## src/verilog/pifb_regs.svh

```systemverilog
`ifndef PIFB_REGS_SVH
`define PIFB_REGS_SVH

// ----------------------------------------------------------------
// bus geometry and register offsets (byte addresses)
// ----------------------------------------------------------------
`define PIFB_ADDR_W 5
`define PIFB_DATA_W 32
`define PIFB_FLAG_W 16
`define PIFB_NUM_REGS 3
`define PIFB_OFS_FLAG2 5'h00
`define PIFB_OFS_FLAG3 5'h04
`define PIFB_OFS_FLAG4 5'h08
`define PIFB_OFS_EVT_STAT 5'h0C
`define PIFB_OFS_EVT_MASK 5'h10

// ----------------------------------------------------------------
// field positions
// ----------------------------------------------------------------
`define PIFB_FS2_CAPTURE3_BIT 5
`define PIFB_FS2_SERIAL2_EVENT_BIT 1
`define PIFB_FS2_SERIAL2_FAULT_BIT 0
`define PIFB_FS3_CALENDAR_BIT 14
`define PIFB_FS3_TWOWIRE2_MASTER_BIT 2
`define PIFB_FS3_TWOWIRE2_SLAVE_BIT 1
`define PIFB_FS4_CHARGE_TIME_BIT 13
`define PIFB_FS4_VOLTAGE_DETECT_BIT 8
`define PIFB_FS4_CHECKSUM_GEN_BIT 3
`define PIFB_FS4_UART2_ERROR_BIT 2
`define PIFB_FS4_UART1_ERROR_BIT 1

// ----------------------------------------------------------------
// implemented-bit masks and reset values
// ----------------------------------------------------------------
`define PIFB_FS2_IMPL 16'h0023
`define PIFB_FS3_IMPL 16'h4006
`define PIFB_FS4_IMPL 16'h210E
`define PIFB_FLAG_RESET 16'h0000
`define PIFB_EVT_RESET 3'h0

`endif

```

## src/verilog/pifb_pkg.sv

```systemverilog
`include "pifb_regs.svh"

package pifb_pkg;

	// ----------------------------------------------------------------
	// carriers
	// ----------------------------------------------------------------
	typedef logic [`PIFB_FLAG_W-1:0] pifb_flag_t;

	// avalon-mm request from the master, signal names as published
	typedef struct packed {
		logic read;
		logic write;
		logic [`PIFB_ADDR_W-1:0] address;
		logic [`PIFB_DATA_W-1:0] writedata;
		logic [3:0] byteenable;
	} pifb_avs_req_t;

	// one-cycle event requests from the peripherals
	typedef struct packed {
		logic capture3_pending;
		logic serial2_event_pending;
		logic serial2_fault_pending;
		logic calendar_pending;
		logic twowire2_master_pending;
		logic twowire2_slave_pending;
		logic charge_time_pending;
		logic voltage_detect_pending;
		logic checksum_gen_pending;
		logic uart2_error_pending;
		logic uart1_error_pending;
	} pifb_events_t;

	// flag words as seen by the rest of the interrupt controller
	typedef struct packed {
		pifb_flag_t flag_status_4;
		pifb_flag_t flag_status_3;
		pifb_flag_t flag_status_2;
	} pifb_flags_t;

	// read handshake phase, one-hot
	typedef enum logic [1:0] {
		PIFB_RD_IDLE = 2'h1,
		PIFB_RD_DONE = 2'h2
	} pifb_rd_state_t;

endpackage

```

## src/verilog/pifb_flag_reg.sv

```systemverilog
`timescale 1ns/1ns
`include "pifb_regs.svh"

module pifb_flag_reg #(
	parameter pifb_pkg::pifb_flag_t IMPL = 16'hFFFF
) (
	input wire logic clk,
	input wire logic rst_b,
	input wire logic wr_en,
	input wire logic [1:0] wr_be,
	input wire pifb_pkg::pifb_flag_t wr_data,
	input wire pifb_pkg::pifb_flag_t hw_set,
	output pifb_pkg::pifb_flag_t flag_r
);
	import pifb_pkg::*;

	pifb_flag_t flag_nxt;

	// ----------------------------------------------------------------
	// flag word update
	// ----------------------------------------------------------------
	// software write first, hardware set last so a same-cycle set wins
	always_comb begin
		flag_nxt = flag_r;
		if (wr_en && wr_be[0]) begin
			flag_nxt[7:0] = wr_data[7:0];
		end
		if (wr_en && wr_be[1]) begin
			flag_nxt[15:8] = wr_data[15:8];
		end
		flag_nxt = flag_nxt | hw_set;
		flag_nxt = flag_nxt & IMPL;
	end

	// plain storage, zero after reset
	always_ff @(posedge clk or negedge rst_b) begin
		if (!rst_b) begin
			flag_r <= `PIFB_FLAG_RESET;
		end else begin
			flag_r <= flag_nxt;
		end
	end

endmodule

```

## src/verilog/pifb_flag_bank.sv

```systemverilog
`timescale 1ns/1ns
`include "pifb_regs.svh"

module pifb_flag_bank (
	input wire logic clk,
	input wire logic rst_b,
	input wire pifb_pkg::pifb_avs_req_t avs_req,
	output logic [`PIFB_DATA_W-1:0] avs_readdata,
	output logic avs_waitrequest,
	input wire pifb_pkg::pifb_events_t events,
	output pifb_pkg::pifb_flags_t flags,
	output logic irq
);
	import pifb_pkg::*;

	// ----------------------------------------------------------------
	// declarations
	// ----------------------------------------------------------------
	localparam pifb_flag_t IMPL [`PIFB_NUM_REGS] = '{
		`PIFB_FS2_IMPL, `PIFB_FS3_IMPL, `PIFB_FS4_IMPL
	};
	localparam logic [`PIFB_ADDR_W-1:0] OFS [`PIFB_NUM_REGS] = '{
		`PIFB_OFS_FLAG2, `PIFB_OFS_FLAG3, `PIFB_OFS_FLAG4
	};

	pifb_flag_t hw_set [`PIFB_NUM_REGS];
	pifb_flag_t flag_q [`PIFB_NUM_REGS];
	logic [`PIFB_NUM_REGS-1:0] flag_wr;
	logic [`PIFB_NUM_REGS-1:0] evt_hit;
	logic [`PIFB_NUM_REGS-1:0] evt_stat_r;
	logic [`PIFB_NUM_REGS-1:0] evt_stat_nxt;
	logic [`PIFB_NUM_REGS-1:0] evt_mask_r;
	logic [`PIFB_NUM_REGS-1:0] evt_mask_nxt;
	logic [`PIFB_DATA_W-1:0] rd_mux;
	logic [`PIFB_DATA_W-1:0] readdata_r;
	logic [`PIFB_DATA_W-1:0] readdata_nxt;
	logic wr_go;
	logic wr_lo;
	pifb_rd_state_t rd_state_r;
	pifb_rd_state_t rd_state_nxt;

	// ----------------------------------------------------------------
	// event routing to flag positions
	// ----------------------------------------------------------------
	// each source lands on its own bit; every other position stays low
	always_comb begin
		for (int i = 0; i < `PIFB_NUM_REGS; i++) begin
			hw_set[i] = `PIFB_FLAG_RESET;
		end
		hw_set[0][`PIFB_FS2_CAPTURE3_BIT] = events.capture3_pending;
		hw_set[0][`PIFB_FS2_SERIAL2_EVENT_BIT] = events.serial2_event_pending;
		hw_set[0][`PIFB_FS2_SERIAL2_FAULT_BIT] = events.serial2_fault_pending;
		hw_set[1][`PIFB_FS3_CALENDAR_BIT] = events.calendar_pending;
		hw_set[1][`PIFB_FS3_TWOWIRE2_MASTER_BIT] = events.twowire2_master_pending;
		hw_set[1][`PIFB_FS3_TWOWIRE2_SLAVE_BIT] = events.twowire2_slave_pending;
		hw_set[2][`PIFB_FS4_UART2_ERROR_BIT] = events.uart2_error_pending;
		hw_set[2][`PIFB_FS4_CHARGE_TIME_BIT] = events.charge_time_pending;
		hw_set[2][`PIFB_FS4_VOLTAGE_DETECT_BIT] = events.voltage_detect_pending;
		hw_set[2][`PIFB_FS4_CHECKSUM_GEN_BIT] = events.checksum_gen_pending;
		hw_set[2][`PIFB_FS4_UART1_ERROR_BIT] = events.uart1_error_pending;
	end

	// ----------------------------------------------------------------
	// write decode
	// ----------------------------------------------------------------
	// writes never stall, so a write lands on the edge it is presented
	assign wr_go = avs_req.write && !avs_req.read;
	assign wr_lo = wr_go && avs_req.byteenable[0];

	// ----------------------------------------------------------------
	// the three flag words
	// ----------------------------------------------------------------
	generate
		for (genvar g = 0; g < `PIFB_NUM_REGS; g++) begin : g_flag
			assign flag_wr[g] = wr_go && (avs_req.address == OFS[g]);
			assign evt_hit[g] = |hw_set[g];
			pifb_flag_reg #(
				.IMPL(IMPL[g])
			) u_flag (
				.clk(clk),
				.rst_b(rst_b),
				.wr_en(flag_wr[g]),
				.wr_be(avs_req.byteenable[1:0]),
				.wr_data(avs_req.writedata[`PIFB_FLAG_W-1:0]),
				.hw_set(hw_set[g]),
				.flag_r(flag_q[g])
			);
		end
	endgenerate

	assign flags.flag_status_2 = flag_q[0];
	assign flags.flag_status_3 = flag_q[1];
	assign flags.flag_status_4 = flag_q[2];

	// ----------------------------------------------------------------
	// event summary status and mask
	// ----------------------------------------------------------------
	// one sticky bit per flag word, write one to clear; a new event in
	// the clearing cycle keeps the bit set so no event slips past
	always_comb begin
		evt_stat_nxt = evt_stat_r;
		evt_mask_nxt = evt_mask_r;
		if (wr_lo && avs_req.address == `PIFB_OFS_EVT_STAT) begin
			evt_stat_nxt = evt_stat_r & ~avs_req.writedata[`PIFB_NUM_REGS-1:0];
		end
		if (wr_lo && avs_req.address == `PIFB_OFS_EVT_MASK) begin
			evt_mask_nxt = avs_req.writedata[`PIFB_NUM_REGS-1:0];
		end
		evt_stat_nxt = evt_stat_nxt | evt_hit;
	end

	always_ff @(posedge clk or negedge rst_b) begin
		if (!rst_b) begin
			evt_stat_r <= `PIFB_EVT_RESET;
			evt_mask_r <= `PIFB_EVT_RESET;
		end else begin
			evt_stat_r <= evt_stat_nxt;
			evt_mask_r <= evt_mask_nxt;
		end
	end

	// level output, high while any unmasked summary bit is set
	assign irq = |(evt_stat_r & evt_mask_r);

	// ----------------------------------------------------------------
	// read path
	// ----------------------------------------------------------------
	// unmapped offsets and unimplemented positions read as zero
	always_comb begin
		rd_mux = '0;
		unique case (avs_req.address)
			`PIFB_OFS_FLAG2: rd_mux[`PIFB_FLAG_W-1:0] = flag_q[0];
			`PIFB_OFS_FLAG3: rd_mux[`PIFB_FLAG_W-1:0] = flag_q[1];
			`PIFB_OFS_FLAG4: rd_mux[`PIFB_FLAG_W-1:0] = flag_q[2];
			`PIFB_OFS_EVT_STAT: rd_mux[`PIFB_NUM_REGS-1:0] = evt_stat_r;
			`PIFB_OFS_EVT_MASK: rd_mux[`PIFB_NUM_REGS-1:0] = evt_mask_r;
			default: rd_mux = '0;
		endcase
	end

	// one wait cycle per read buys registered read data with no
	// combinational path from the flags to the bus
	always_comb begin
		rd_state_nxt = rd_state_r;
		readdata_nxt = readdata_r;
		unique case (rd_state_r)
			PIFB_RD_IDLE: begin
				if (avs_req.read) begin
					rd_state_nxt = PIFB_RD_DONE;
					readdata_nxt = rd_mux;
				end
			end
			PIFB_RD_DONE: begin
				rd_state_nxt = PIFB_RD_IDLE;
			end
			default: begin
				rd_state_nxt = PIFB_RD_IDLE;
			end
		endcase
	end

	always_ff @(posedge clk or negedge rst_b) begin
		if (!rst_b) begin
			rd_state_r <= PIFB_RD_IDLE;
			readdata_r <= '0;
		end else begin
			rd_state_r <= rd_state_nxt;
			readdata_r <= readdata_nxt;
		end
	end

	assign avs_readdata = readdata_r;
	assign avs_waitrequest = avs_req.read && (rd_state_r == PIFB_RD_IDLE);

	generate
		for (genvar a = 0; a < `PIFB_NUM_REGS; a++) begin : g_chk

		end
	endgenerate
endmodule

```

## config.mk

```make
export PLATFORM = sky130hd
export DESIGN_NAME = pifb_flag_bank
export DESIGN_NICKNAME = d
export VERILOG_FILES = /design/src/verilog/pifb_pkg.sv /design/src/verilog/pifb_flag_reg.sv /design/src/verilog/pifb_flag_bank.sv
export VERILOG_INCLUDE_DIRS = /design/src /design/src/verilog
export SDC_FILE = /design/constraint.sdc
export NUM_CORES = 1
export LEC_CHECK = 0
export BUFFER_PORTS_ARGS = -buffer_cell sky130_fd_sc_hd__buf_4
export CAP_MARGIN = 20
export CORE_UTILIZATION = 45
export CTS_BUF_LIST = sky130_fd_sc_hd__clkbuf_4
export DETAILED_ROUTE_END_ITERATION = 6
export PLACE_DENSITY = 0.85
export SETUP_SLACK_MARGIN = 0.5
export SYNTH_ARGS = -nofsm -noshare
export SYNTH_HDL_FRONTEND = slang
export SYNTH_HIERARCHICAL = 1
export SYNTH_SLANG_ARGS = --single-unit
```

## constraint.sdc

```tcl
create_clock -name clk -period 4.4 [get_ports clk]
set_clock_uncertainty 0.05 [all_clocks]
set_input_delay 0.22 -clock clk [delete_from_list [all_inputs] [get_ports clk]]
set_output_delay 0.22 -clock clk [all_outputs]
set_load 0.005 [all_outputs]
```

# --- Word level (Yosys, flattened, before mapping) ---
# Index checks and enable logic that the tools add are counted.
op_classes:
  n_mux: 10
  bitwise_logic: 7
  n_reduce_logical: 20
  n_eq_ne: 6
ops:
  columns: ["op", "count"]
  rows:
  - ["12-bit case mux with 3 select lines", 1]
  - ["8-bit two-way mux", 2]
  - ["15-bit OR", 1]
  - ["3-bit case mux with 5 select lines", 1]
  - ["14-bit OR", 1]
  - ["1-bit logical AND", 13]
  - ["6-bit two-way mux", 2]
  - ["5-bit by 4-bit == test with 1-bit output, second input constant", 2]
  - ["3-bit OR reduction", 3]
  - ["7-bit two-way mux", 1]
  - ["3-bit AND", 2]
  - ["6-bit OR", 1]
  - ["5-bit by 3-bit == test with 1-bit output, second input constant", 1]
  - ["5-bit == test, second input constant", 1]
  - ["5-bit logical NOT", 1]
  - ["5-bit OR reduction", 1]
  - ["2-bit two-way mux", 2]
  - ["3-bit two-way mux", 1]
  - ["3-bit NOT", 1]
  - ["3-bit OR", 1]
  - ["2-bit by 1-bit == test with 1-bit output, second input constant", 1]
  - ["2-bit inequality test, second input constant", 1]
  - ["2-bit AND reduction", 1]
  - ["1-bit logical NOT", 1]
word_totals:
  word_cells: 50
  output_inout_bits: 82
  in_bits: 56
  register_bits: 35

# --- Longest topological paths before layout ---
# Gate-level depths: netlist of the first run.
logic_depth:
  word_depth: 6
  mapped_depth: 7
  ltp_nobuf: 5

# --- Hierarchy ---
# The synthesis of the first run kept the hierarchy.
modules_own_cells:
  columns: ["mod", "instances", "seq_area_each_um2", "cells_per_inst", "area_per_inst_um2"]
  rows:
  - ["pifb_flag_bank", 1, 601.8, 157, 1471.4]
  - ["pifb_flag_reg at g_flag[2].u_flag", 1, 125.1, 29, 295.3]
  - ["pifb_flag_reg at g_flag[1].u_flag", 1, 75.1, 24, 229.0]
  - ["pifb_flag_reg at g_flag[0].u_flag", 1, 75.1, 24, 225.2]

# --- Worst setup path before layout of the first run ---
# OpenSTA, ideal clock, no wires.
synth_timing:
  path_kind: "in2reg"
  start: "in avs_req[37] in the netlist's numbering"
  end: "reg g_flag[1].u_flag.flag_r[14]"
  path_stages: 7
  path_buffers: 2
  arrival_ns: 1.826
  setup_ns: 0.127
  path_slack_ns: 2.397
  required_ns: 4.223
  cell_sequence: "or3_4 > buf_6 > nor3b_4 > buf_2 > nor2b_1 > a21boi_1 > a311o_2"
synth_between:
  elab_chain_len: 5
synth_rtl:
  columns: ["item", "line", "source"]
  rows:
  - ["start, declared", "pifb_flag_bank.sv:7", "input wire pifb_pkg::pifb_avs_req_t avs_req,"]
  - ["5-bit by 3-bit == test with 1-bit output", "pifb_flag_bank.sv:75", "assign flag_wr[g] = wr_go && (avs_req.address == OFS[g]);"]
  - ["1-bit logical AND", "pifb_flag_bank.sv:75", null]
  - ["named net flag_wr[1]", "pifb_flag_bank.sv:28", "logic [`PIFB_NUM_REGS-1:0] flag_wr;"]
  - ["1-bit logical AND", "pifb_flag_reg.sv:28", "if (wr_en && wr_be[1]) begin"]
  - ["7-bit two-way mux", "pifb_flag_reg.sv:28", null]
  - ["15-bit OR", "pifb_flag_reg.sv:31", "flag_nxt = flag_nxt | hw_set;"]
  - ["named net g_flag[1].u_flag.flag_nxt[14]", "pifb_flag_reg.sv:17", "pifb_flag_t flag_nxt;"]
  - ["end signal, assigned", "pifb_flag_reg.sv:38", "flag_r <= `PIFB_FLAG_RESET;"]
  - ["end signal, assigned", "pifb_flag_reg.sv:40", "flag_r <= flag_nxt;"]
  - ["end, declared", "pifb_flag_reg.sv:13", "output pifb_pkg::pifb_flag_t flag_r"]
# The timed path passes the listed nets, and every way through them passes these cells.
# A chain may end at the register's enable or synchronous reset.

# --- Final worst setup path of the first run ---
# Same ends and word-level chain as after synthesis.

==> impl_summary.log, run 1 <==
[metrics] number of antenna violations at the first check in global routing: 0
[metrics] dominant cell by count in the synthesized netlist: sky130_fd_sc_hd__buf_4
[metrics] required time at the worst-slack endpoint: 4580 ps
[metrics] Bufs on Longest Clock Path: 2
[metrics] PwrDens: 278 mW/mm2
[metrics] deepest level of the CTS H-tree: 2
[metrics] crit path max fanout: 15
[metrics] Least-Margin Pin Slew: between 900 and 1000 ps
[metrics] placed insts: 347
[metrics] distinct cell type count of the synthesized netlist: 40
[metrics] maximum capacitance violations: 0
[metrics] Reg clk slew, reported paths: around 110 ps
[metrics] P_leak: about 0.0012 uW
[metrics] clock sink count: 35
[metrics] biggest area consumer among synthesized cells: sky130_fd_sc_hd__dfrtp_1
[metrics] number of standard-cell rows in the floorplan: 25
[metrics] peak supply drop: 0.171 mV
[metrics] port bufs: 58
[metrics] number of clock buffers inserted by TritonCTS: 5
[metrics] total gr overflow: 0
[metrics] die height: slightly above 70 um
[metrics] post-synthesis cell area: approximately 0.0022 mm2
[metrics] sum of routed wire length over all layers: between 5000 and 6000 um
[metrics] starting density of the core: 0.470
[metrics] share of layout cells above drive strength 1: 0.276
[metrics] via count of the first global-routing pass: 1798
[metrics] #FFs+latches synth: 35
[metrics] sequential area share after synthesis: 0.395
[metrics] Hold/Removal Path Class: primary input to flop
[metrics] cts repair resizes: 0
[metrics] maximum operating frequency: between 0.4 and 0.5 GHz
[metrics] cell types with the largest area share after synthesis: sky130_fd_sc_hd__dfrtp_1, sky130_fd_sc_hd__buf_4, sky130_fd_sc_hd__a22oi_1
[metrics] number of DRC markers in iteration 0: 51
[metrics] fraction of synthesis flops using an asynchronous set or reset pin: 1.00
[metrics] element type at the critical path start: primary input
[metrics] most frequent cells after synthesis: sky130_fd_sc_hd__buf_4, sky130_fd_sc_hd__dfrtp_1, sky130_fd_sc_hd__nor2_1
[metrics] synthesized area per cell: about 9.5 um2
[metrics] total track usage: 0.217
[metrics] setup violation total in the final timing report: 0
[metrics] area of placed instances: between 0.002 and 0.0025 mm2
[metrics] DRC violation count after routing: 0
[metrics] average detailed-routed wire length per instance: between 15 and 20 um
[metrics] cell type of the slowest stage on the worst timing path: sky130_fd_sc_hd__nor3b_4
[metrics] Min Clock Period, post-route: 2110 ps
[metrics] first-pass detailed-route iteration total: 6
[metrics] die area: about 0.0052 mm2
[metrics] via count normalized by instance count: roughly 5.1
[metrics] PnR Total Power: roughly 710 uW
[metrics] Crit Reg-Reg Endpoint: avs_readdata[1]
[metrics] number of enable-type register cells in the synthesized netlist: 0
[metrics] via count: approximately 1800
[metrics] Finished Core Util: 0.541
[metrics] critical path capture point: g_flag[1].u_flag/flag_r[14]
[metrics] final-stage net count: roughly 350
[metrics] type of the worst setup path: primary input to flop
[metrics] most instantiated flip-flop cell in the synthesis netlist: sky130_fd_sc_hd__dfrtp_1
[metrics] sum of negative setup slack: 0 ps
[metrics] depth of the worst register-to-register path: 5
[metrics] Root Buffer: sky130_fd_sc_hd__clkbuf_4
[metrics] final design instance area without fill: approximately 0.0026 mm2
[metrics] Die X: roughly 72 um
[metrics] placeable core area: 0.00472 mm2
[metrics] RSZ-0062 raised after global routing: false
[metrics] synthesized instance count: approximately 230
[metrics] first-pass GRT wire length: 8640 um
[metrics] cells along the critical path: buf_4 > or3_4 > nor3b_4 > nor2b_1 > a21boi_1 > a311o_2
[metrics] Final Instance Count excl. Fillers: approximately 360
[metrics] HPWL after detailed placement: between 4000 and 5000 um
[metrics] Relative slew margins: 0.356
[metrics] reg-to-reg critical path startpoint: rd_state_r[0]
[metrics] antenna diode count: 0
[metrics] Max Transition Viols Final: 0
[metrics] antenna-violating nets left: 0
[metrics] number of top-level pins: approximately 140
[metrics] worst reg2reg setup slack: 2640 ps
[metrics] maximum number of pins on one net before global-route repair: 36
[metrics] arrival time at the worst endpoint: 2300 ps
[metrics] launch point of the critical path: avs_req[37]
[metrics] top-area cell type share of the netlist area: 0.383
[metrics] Skew-Pair Late Insertion Delay: 340 ps
[metrics] maximum single-stage delay on the critical path: 620 ps
[metrics] TritonCTS clock tree: done
[metrics] Placer Congestion: approximately 0.9
[metrics] final period utilization: 0.480
[metrics] outcome: finished clean
[metrics] kind of end point of the critical path: flop
[metrics] Synth-to-Final Area Change: 15.1%
[metrics] total count of hold-check failures in the final report: 0
[metrics] YS warnings: 6
[worst max-delay path: cells and delay by family]
family | cells | cell delay (ps)
AO/OA/AOI/OAI | 2 | 440
AND/OR/NAND/NOR | 3 | 1520
buffers and inverters | 1 | 110
[cells by family (layout without fill, tap and decap cells)]
logic type | after synthesis | after routing | synth area share
AO/OA/AOI/OAI | 68 | 68 | 0.217
buffers and inverters | 68 | 75 | 0.214
flip-flops | 35 | 35 | 0.395
multiplexers | 6 | 6 | 0.0293
other | 4 | 53 | 0.00676
AND/OR/NAND/NOR | 53 | 53 | 0.139
[final cells by class]
| cell class | instances | area, um2 |
|---|---|---|
| fillers | 447 | 2170 |
| multi-input cells | 180 | 1050 |
| flip-flops and latches | 35 | 877 |
| repair buffers | 62 | 470 |
| well taps | 67 | 83.8 |
| clock buffers | 5 | 37.5 |
| inverters | 5 | 18.8 |
| clock inverters | 3 | 15.0 |
[state kept, by name (all words and copies together) (netlist names)]
name and flops:
avs_readdata 16, g_flag.u_flag/flag_r 11, evt_mask_r 3, evt_stat_r 3, rd_state_r 2
[layer usage]
layer / share of wire / global-route usage / vias up
met2: 0.50 / 0.377 / 79
met3: 0.051 / 0.0375 / 10
li1: - / - / 859
met5: 0 / 0 / -
met1: 0.43 / 0.266 / 873
met4: 0.020 / 0.0937 / 0
[worst min path at each step]
stage               from               to  cells after the start
4_1_cts        events[6]    evt_stat_r[1]                      2
6_report       events[9]    evt_stat_r[0]                      2
5_1_grt        events[4]    evt_stat_r[2]                      2
3_3_place_gp       rst_b  avs_readdata[0]                      1
2_1_floorplan      rst_b  avs_readdata[0]                      0
3_5_place_dp       rst_b  avs_readdata[0]                      1
[cell usage in the layout, fill, tap and decap left out, types with 4 or more instances in the layout]
| cell | instances |
|---|---|
| sky130_fd_sc_hd__buf_4 | 60 |
| sky130_fd_sc_hd__conb_1 | 53 |
| sky130_fd_sc_hd__dfrtp_1 | 34 |
| sky130_fd_sc_hd__nor2_1 | 16 |
| sky130_fd_sc_hd__a22oi_1 | 14 |
| sky130_fd_sc_hd__a21oi_1 | 14 |
| sky130_fd_sc_hd__o22ai_1 | 13 |
| sky130_fd_sc_hd__nand2_1 | 12 |
| sky130_fd_sc_hd__a211o_1 | 11 |
| sky130_fd_sc_hd__and3_1 | 10 |
| sky130_fd_sc_hd__inv_1 | 5 |
| sky130_fd_sc_hd__clkbuf_4 | 5 |
| sky130_fd_sc_hd__mux2_2 | 4 |
| sky130_fd_sc_hd__o21ai_0 | 4 |
[what timing repair did]
action / CTS / global route
setup buffers: 0 / 0
hold buffers: 1 / 1
hold endpoints to repair: 34 / 1
[power breakdown]
group | internal [uW] | leakage (uW) | switching [uW]
clock network | 58.5 | 0.0000263 | 111
logic | 83.4 | 0.000755 | 87.8
registers | 353 | 0.000385 | 17.9
[per-stage QoR]
step | setup WS, ps | hold WS [ps]
4_1_cts | 2300 | 7.91
5_1_grt | 2180 | 3.98
2_1_floorplan | 2400 | -126
3_5_place_dp | 1930 | 148
3_3_place_gp | 1960 | 146
6_report | 2290 | 21.4
Power figures use the tool's default switching activity.
==> run 2, diff against run 1 <==
Settings changed: ABC_AREA from default to 1, CORE_UTILIZATION 45 to 42, PLACE_DENSITY 0.85 to 0.8.
Clock period 4.4 ns to 1.7 ns, I/O delays scaled along.
==> impl_summary.log, run 2 <==
[metrics] outcome: finished clean (unchanged)
[metrics] starting density of the core: 0.446 (was 0.470)
[metrics] peak supply drop: 0.371 mV (was 0.171 mV)
[metrics] total count of hold-check failures in the final report: 0 (unchanged)
[metrics] fraction of synthesis flops using an asynchronous set or reset pin: 1.00 (unchanged)
[metrics] average detailed-routed wire length per instance: 14.1 um (was 15.0 um)
[metrics] port bufs: 58 (unchanged)
[metrics] Filler cells: 518 (was 447)
[metrics] via count: 2382 (was 1821)
[metrics] PwrDens: 575 mW/mm2 (was 278 mW/mm2)
[metrics] sequential area share after synthesis: 0.351 (was 0.395)
[metrics] switching part of the total: 0.308 (was 0.304)
[metrics] RSZ-0062 raised after global routing: true (was false)
[metrics] top-area cell type share of the netlist area: 0.340 (was 0.383)
[metrics] deepest level of the CTS H-tree: 2 (unchanged)
[metrics] antenna diode count: 0 (unchanged)
[metrics] Bufs on Longest Clock Path: 2 (unchanged)
[metrics] clock sink count: 35 (unchanged)
[metrics] launch point of the critical path: rd_state_r[0] (was avs_req[37])
[metrics] element type at the critical path start: flop (was primary input)
[metrics] Min Clock Period, post-route: about 1400 ps
[metrics] number of top-level pins: 138 (unchanged)
[metrics] Combinational Power Share: 0.270 (was 0.241)
[metrics] placed insts: 448 (was 347)
[metrics] Finished Core Util: 0.571 (was 0.541)
[metrics] required time at the worst-slack endpoint: 1560 ps (was 4580 ps)
[metrics] worst reg2reg setup slack: 280 ps (was 2640 ps)
[metrics] YS warnings: 6 (unchanged)
[metrics] cell types with the largest area share after synthesis: sky130_fd_sc_hd__dfrtp_1, sky130_fd_sc_hd__buf_4, sky130_fd_sc_hd__nand3_1 (was sky130_fd_sc_hd__dfrtp_1, sky130_fd_sc_hd__buf_4, sky130_fd_sc_hd__a22oi_1)
[metrics] synthesized instance count: 327 (was 234)
[metrics] #FFs+latches synth: 35 (unchanged)
[metrics] Final Instance Count excl. Fillers: 491 (was 357)
[metrics] number of DRC markers in iteration 0: 100 (was 51)
[metrics] Die X: 79.2 um (was 72.3 um)
[metrics] type of the worst setup path: flop to output pin (was primary input to flop)
[metrics] share of power burned in registers: 0.486 (was 0.521)
[metrics] kind of end point of the critical path: output pin (was flop)
[metrics] Worst Hold Launch: avs_req[0] (was events[9])
[metrics] first-pass detailed-route iteration total: 4 (was 6)
[metrics] total gr overflow: 0 (unchanged)
[metrics] Reg clk slew, reported paths: 110 ps (about the same)
[metrics] placeable core area: 0.00561 mm2 (was 0.00472 mm2)
[metrics] worst hold margin: 33.1 ps (was 21.4 ps)
[metrics] dominant cell by count in the synthesized netlist: sky130_fd_sc_hd__nand3_1 (was sky130_fd_sc_hd__buf_4)
[metrics] final period utilization: 0.842
[metrics] Skew-Pair Late Insertion Delay: 340 ps (about the same)
[metrics] final-stage net count: 474 (was 345)
[metrics] share of layout cells above drive strength 1: 0.279 (was 0.276)
[metrics] depth of the worst register-to-register path: 7 (was 5)
[metrics] number of clock buffers inserted by TritonCTS: 5 (unchanged)
[metrics] commonest non-fill, non-tap cell in the layout: sky130_fd_sc_hd__nand3_1 (was sky130_fd_sc_hd__buf_4)
[metrics] most frequent cells after synthesis: sky130_fd_sc_hd__nand3_1, sky130_fd_sc_hd__nand2_1, sky130_fd_sc_hd__buf_4 (was sky130_fd_sc_hd__buf_4, sky130_fd_sc_hd__dfrtp_1, sky130_fd_sc_hd__nor2_1)
[metrics] Crit Reg-Reg Endpoint: avs_readdata[15] (was avs_readdata[1])
[metrics] antenna-violating nets left: 0 (unchanged)
[metrics] total track usage: 0.234 (was 0.217)
[metrics] max reg flops: 16 (unchanged)
[metrics] P_leak: 0.00172 uW (was 0.00117 uW)
[metrics] most instantiated flip-flop cell in the synthesis netlist: sky130_fd_sc_hd__dfrtp_1 (unchanged)
[metrics] die height: 79.2 um (was 72.3 um)
[metrics] biggest area consumer among synthesized cells: sky130_fd_sc_hd__dfrtp_1 (unchanged)
[metrics] sum of routed wire length over all layers: 6910 um (was 5360 um)
[metrics] number of antenna violations at the first check in global routing: 0 (unchanged)
[metrics] Pint: 1270 uW (was 495 uW)
[metrics] critical path capture point: avs_waitrequest (was g_flag[1].u_flag/flag_r[14])
[metrics] DRC violation count after routing: 0 (unchanged)
[metrics] first-pass GRT wire length: 11200 um (was 8640 um)
[metrics] maximum capacitance violations: 0 (unchanged)
[metrics] post-synthesis cell area: 0.00250 mm2 (was 0.00222 mm2)
[metrics] maximum number of pins on one net before global-route repair: 36 (unchanged)
[metrics] switching component of the power: 567 uW (was 216 uW)
[metrics] maximum operating frequency: approximately 0.7 GHz
[metrics] TritonCTS clock tree: done (unchanged)
[metrics] Synth-to-Final Area Change: 28.1% (was 15.1%)
[metrics] reg-to-reg critical path startpoint: rd_state_r[0] (unchanged)
[metrics] crit path max fanout: 2 (was 15)
[metrics] leading cell types in the layout, fill and taps excluded: sky130_fd_sc_hd__nand3_1, sky130_fd_sc_hd__buf_4, sky130_fd_sc_hd__nand2_1 (was sky130_fd_sc_hd__buf_4, sky130_fd_sc_hd__conb_1, sky130_fd_sc_hd__dfrtp_1)
[metrics] Max Transition Viols Final: 0 (unchanged)
[metrics] sum of negative setup slack: 0 ps (unchanged)
[metrics] Root Buffer: sky130_fd_sc_hd__clkbuf_4 (unchanged)
[metrics] Placer Congestion: 0.881 (was 0.898)
[metrics] setup violation total in the final timing report: 0 (unchanged)
[metrics] via count normalized by instance count: 4.85 (was 5.10)
[metrics] Hold/Removal Path Class: primary input to flop (unchanged)
[metrics] HPWL after detailed placement: 4780 um (was 4060 um)
[metrics] synthesized area per cell: 7.65 um2 (was 9.49 um2)
[metrics] arrival time at the worst endpoint: 1300 ps (was 2300 ps)
[metrics] number of standard-cell rows in the floorplan: 27 (was 25)
[metrics] number of enable-type register cells in the synthesized netlist: 0 (unchanged)
[metrics] via count of the first global-routing pass: 2418 (was 1798)
[metrics] part of the total power dissipated in the clock network: 0.244 (was 0.238)
[metrics] die area: 0.00627 mm2 (was 0.00522 mm2)
[metrics] distinct cell type count of the synthesized netlist: 24 (was 40)
[run 2: critical path, cell delays in order (launching register included)]
cell,delay (ps)
sky130_fd_sc_hd__dfstp_2,540
sky130_fd_sc_hd__inv_1,40
sky130_fd_sc_hd__nor2_2,90
sky130_fd_sc_hd__nand2_2,70
sky130_fd_sc_hd__clkinvlp_4,100
sky130_fd_sc_hd__buf_4,110
[run 2: logic make-up after synthesis]
group,after synthesis,synth area share
other,4,0.00600
AOI/OAI and AO/OA,9,0.0210
buffers and inverters,90,0.239
and+or+nand+nor,189,0.383
DFF,35,0.351
[run 2: area by class of cell]
cell class,count,area (um2),share of cell area
Inverter,24,96.3,0.0301
Multi-Input combinational cell,251,1230,0.383
Timing Repair Buffer,101,860,0.268
Clock buffer,6,45.0,0.0141
Clock inverter,2,7.51,0.00234
Tap cell,72,90.1,0.0281
Sequential cell,35,877,0.274
[run 2: per-layer routing]
| metal | routed length, um | up-vias | global-route usage | share of wire |
|---|---|---|---|---|
| met5 | 0 | - | 0 | 0 |
| li1 | - | 1144 | - | - |
| met1 | 2730 | 1140 | 0.264 | 0.40 |
| met3 | 357 | 11 | 0.0517 | 0.052 |
| met4 | 81 | 0 | 0.0600 | 0.012 |
| met2 | 3730 | 87 | 0.440 | 0.54 |
[run 2: worst min path at each step]
stage                                       endpoint  slack [ps]  depth (start not counted)
after global placement    g_flag[0].u_flag/flag_r[0]          10                          1
after global routing      g_flag[2].u_flag/flag_r[1]          40                          3
after detailed placement  g_flag[0].u_flag/flag_r[1]          20                          1
after floorplan                      avs_readdata[0]        -260                          0
after CTS                 g_flag[2].u_flag/flag_r[1]          20                          3
final                     g_flag[2].u_flag/flag_r[1]          30                          3
[run 2: stage by stage]
step | worst slack (ps) | total power (uW) | area (um2)
after global placement | 402 | 1270 | 2770
after detailed placement | 408 | 1280 | 2770
after global routing | 195 | 1940 | 3200
after floorplan | 506 | 1190 | 2690
after CTS | 235 | 1830 | 3170
final | 269 | 1840 | 3200
[run 2: repair_timing]
action / CTS / global route
hold endpoints to repair: 52 / 0
pin swaps: 1 / 1
gates resized for setup: 8 / 4
hold buffers: 21 / 0
endpoints found under the setup margin: 18 / 20
gates cloned: 1 / 0
buffers inserted: 10 / 3
[run 2: power groups by stage]
stage          Clock (uW)  Sequential [uW]  Combinational [uW]
2_1_floorplan           0              909                 283
3_3_place_gp            0              909                 359
3_5_place_dp            0              911                 369
4_1_cts               464              893                 475
5_1_grt               496              900                 547
6_report              449              895                 496
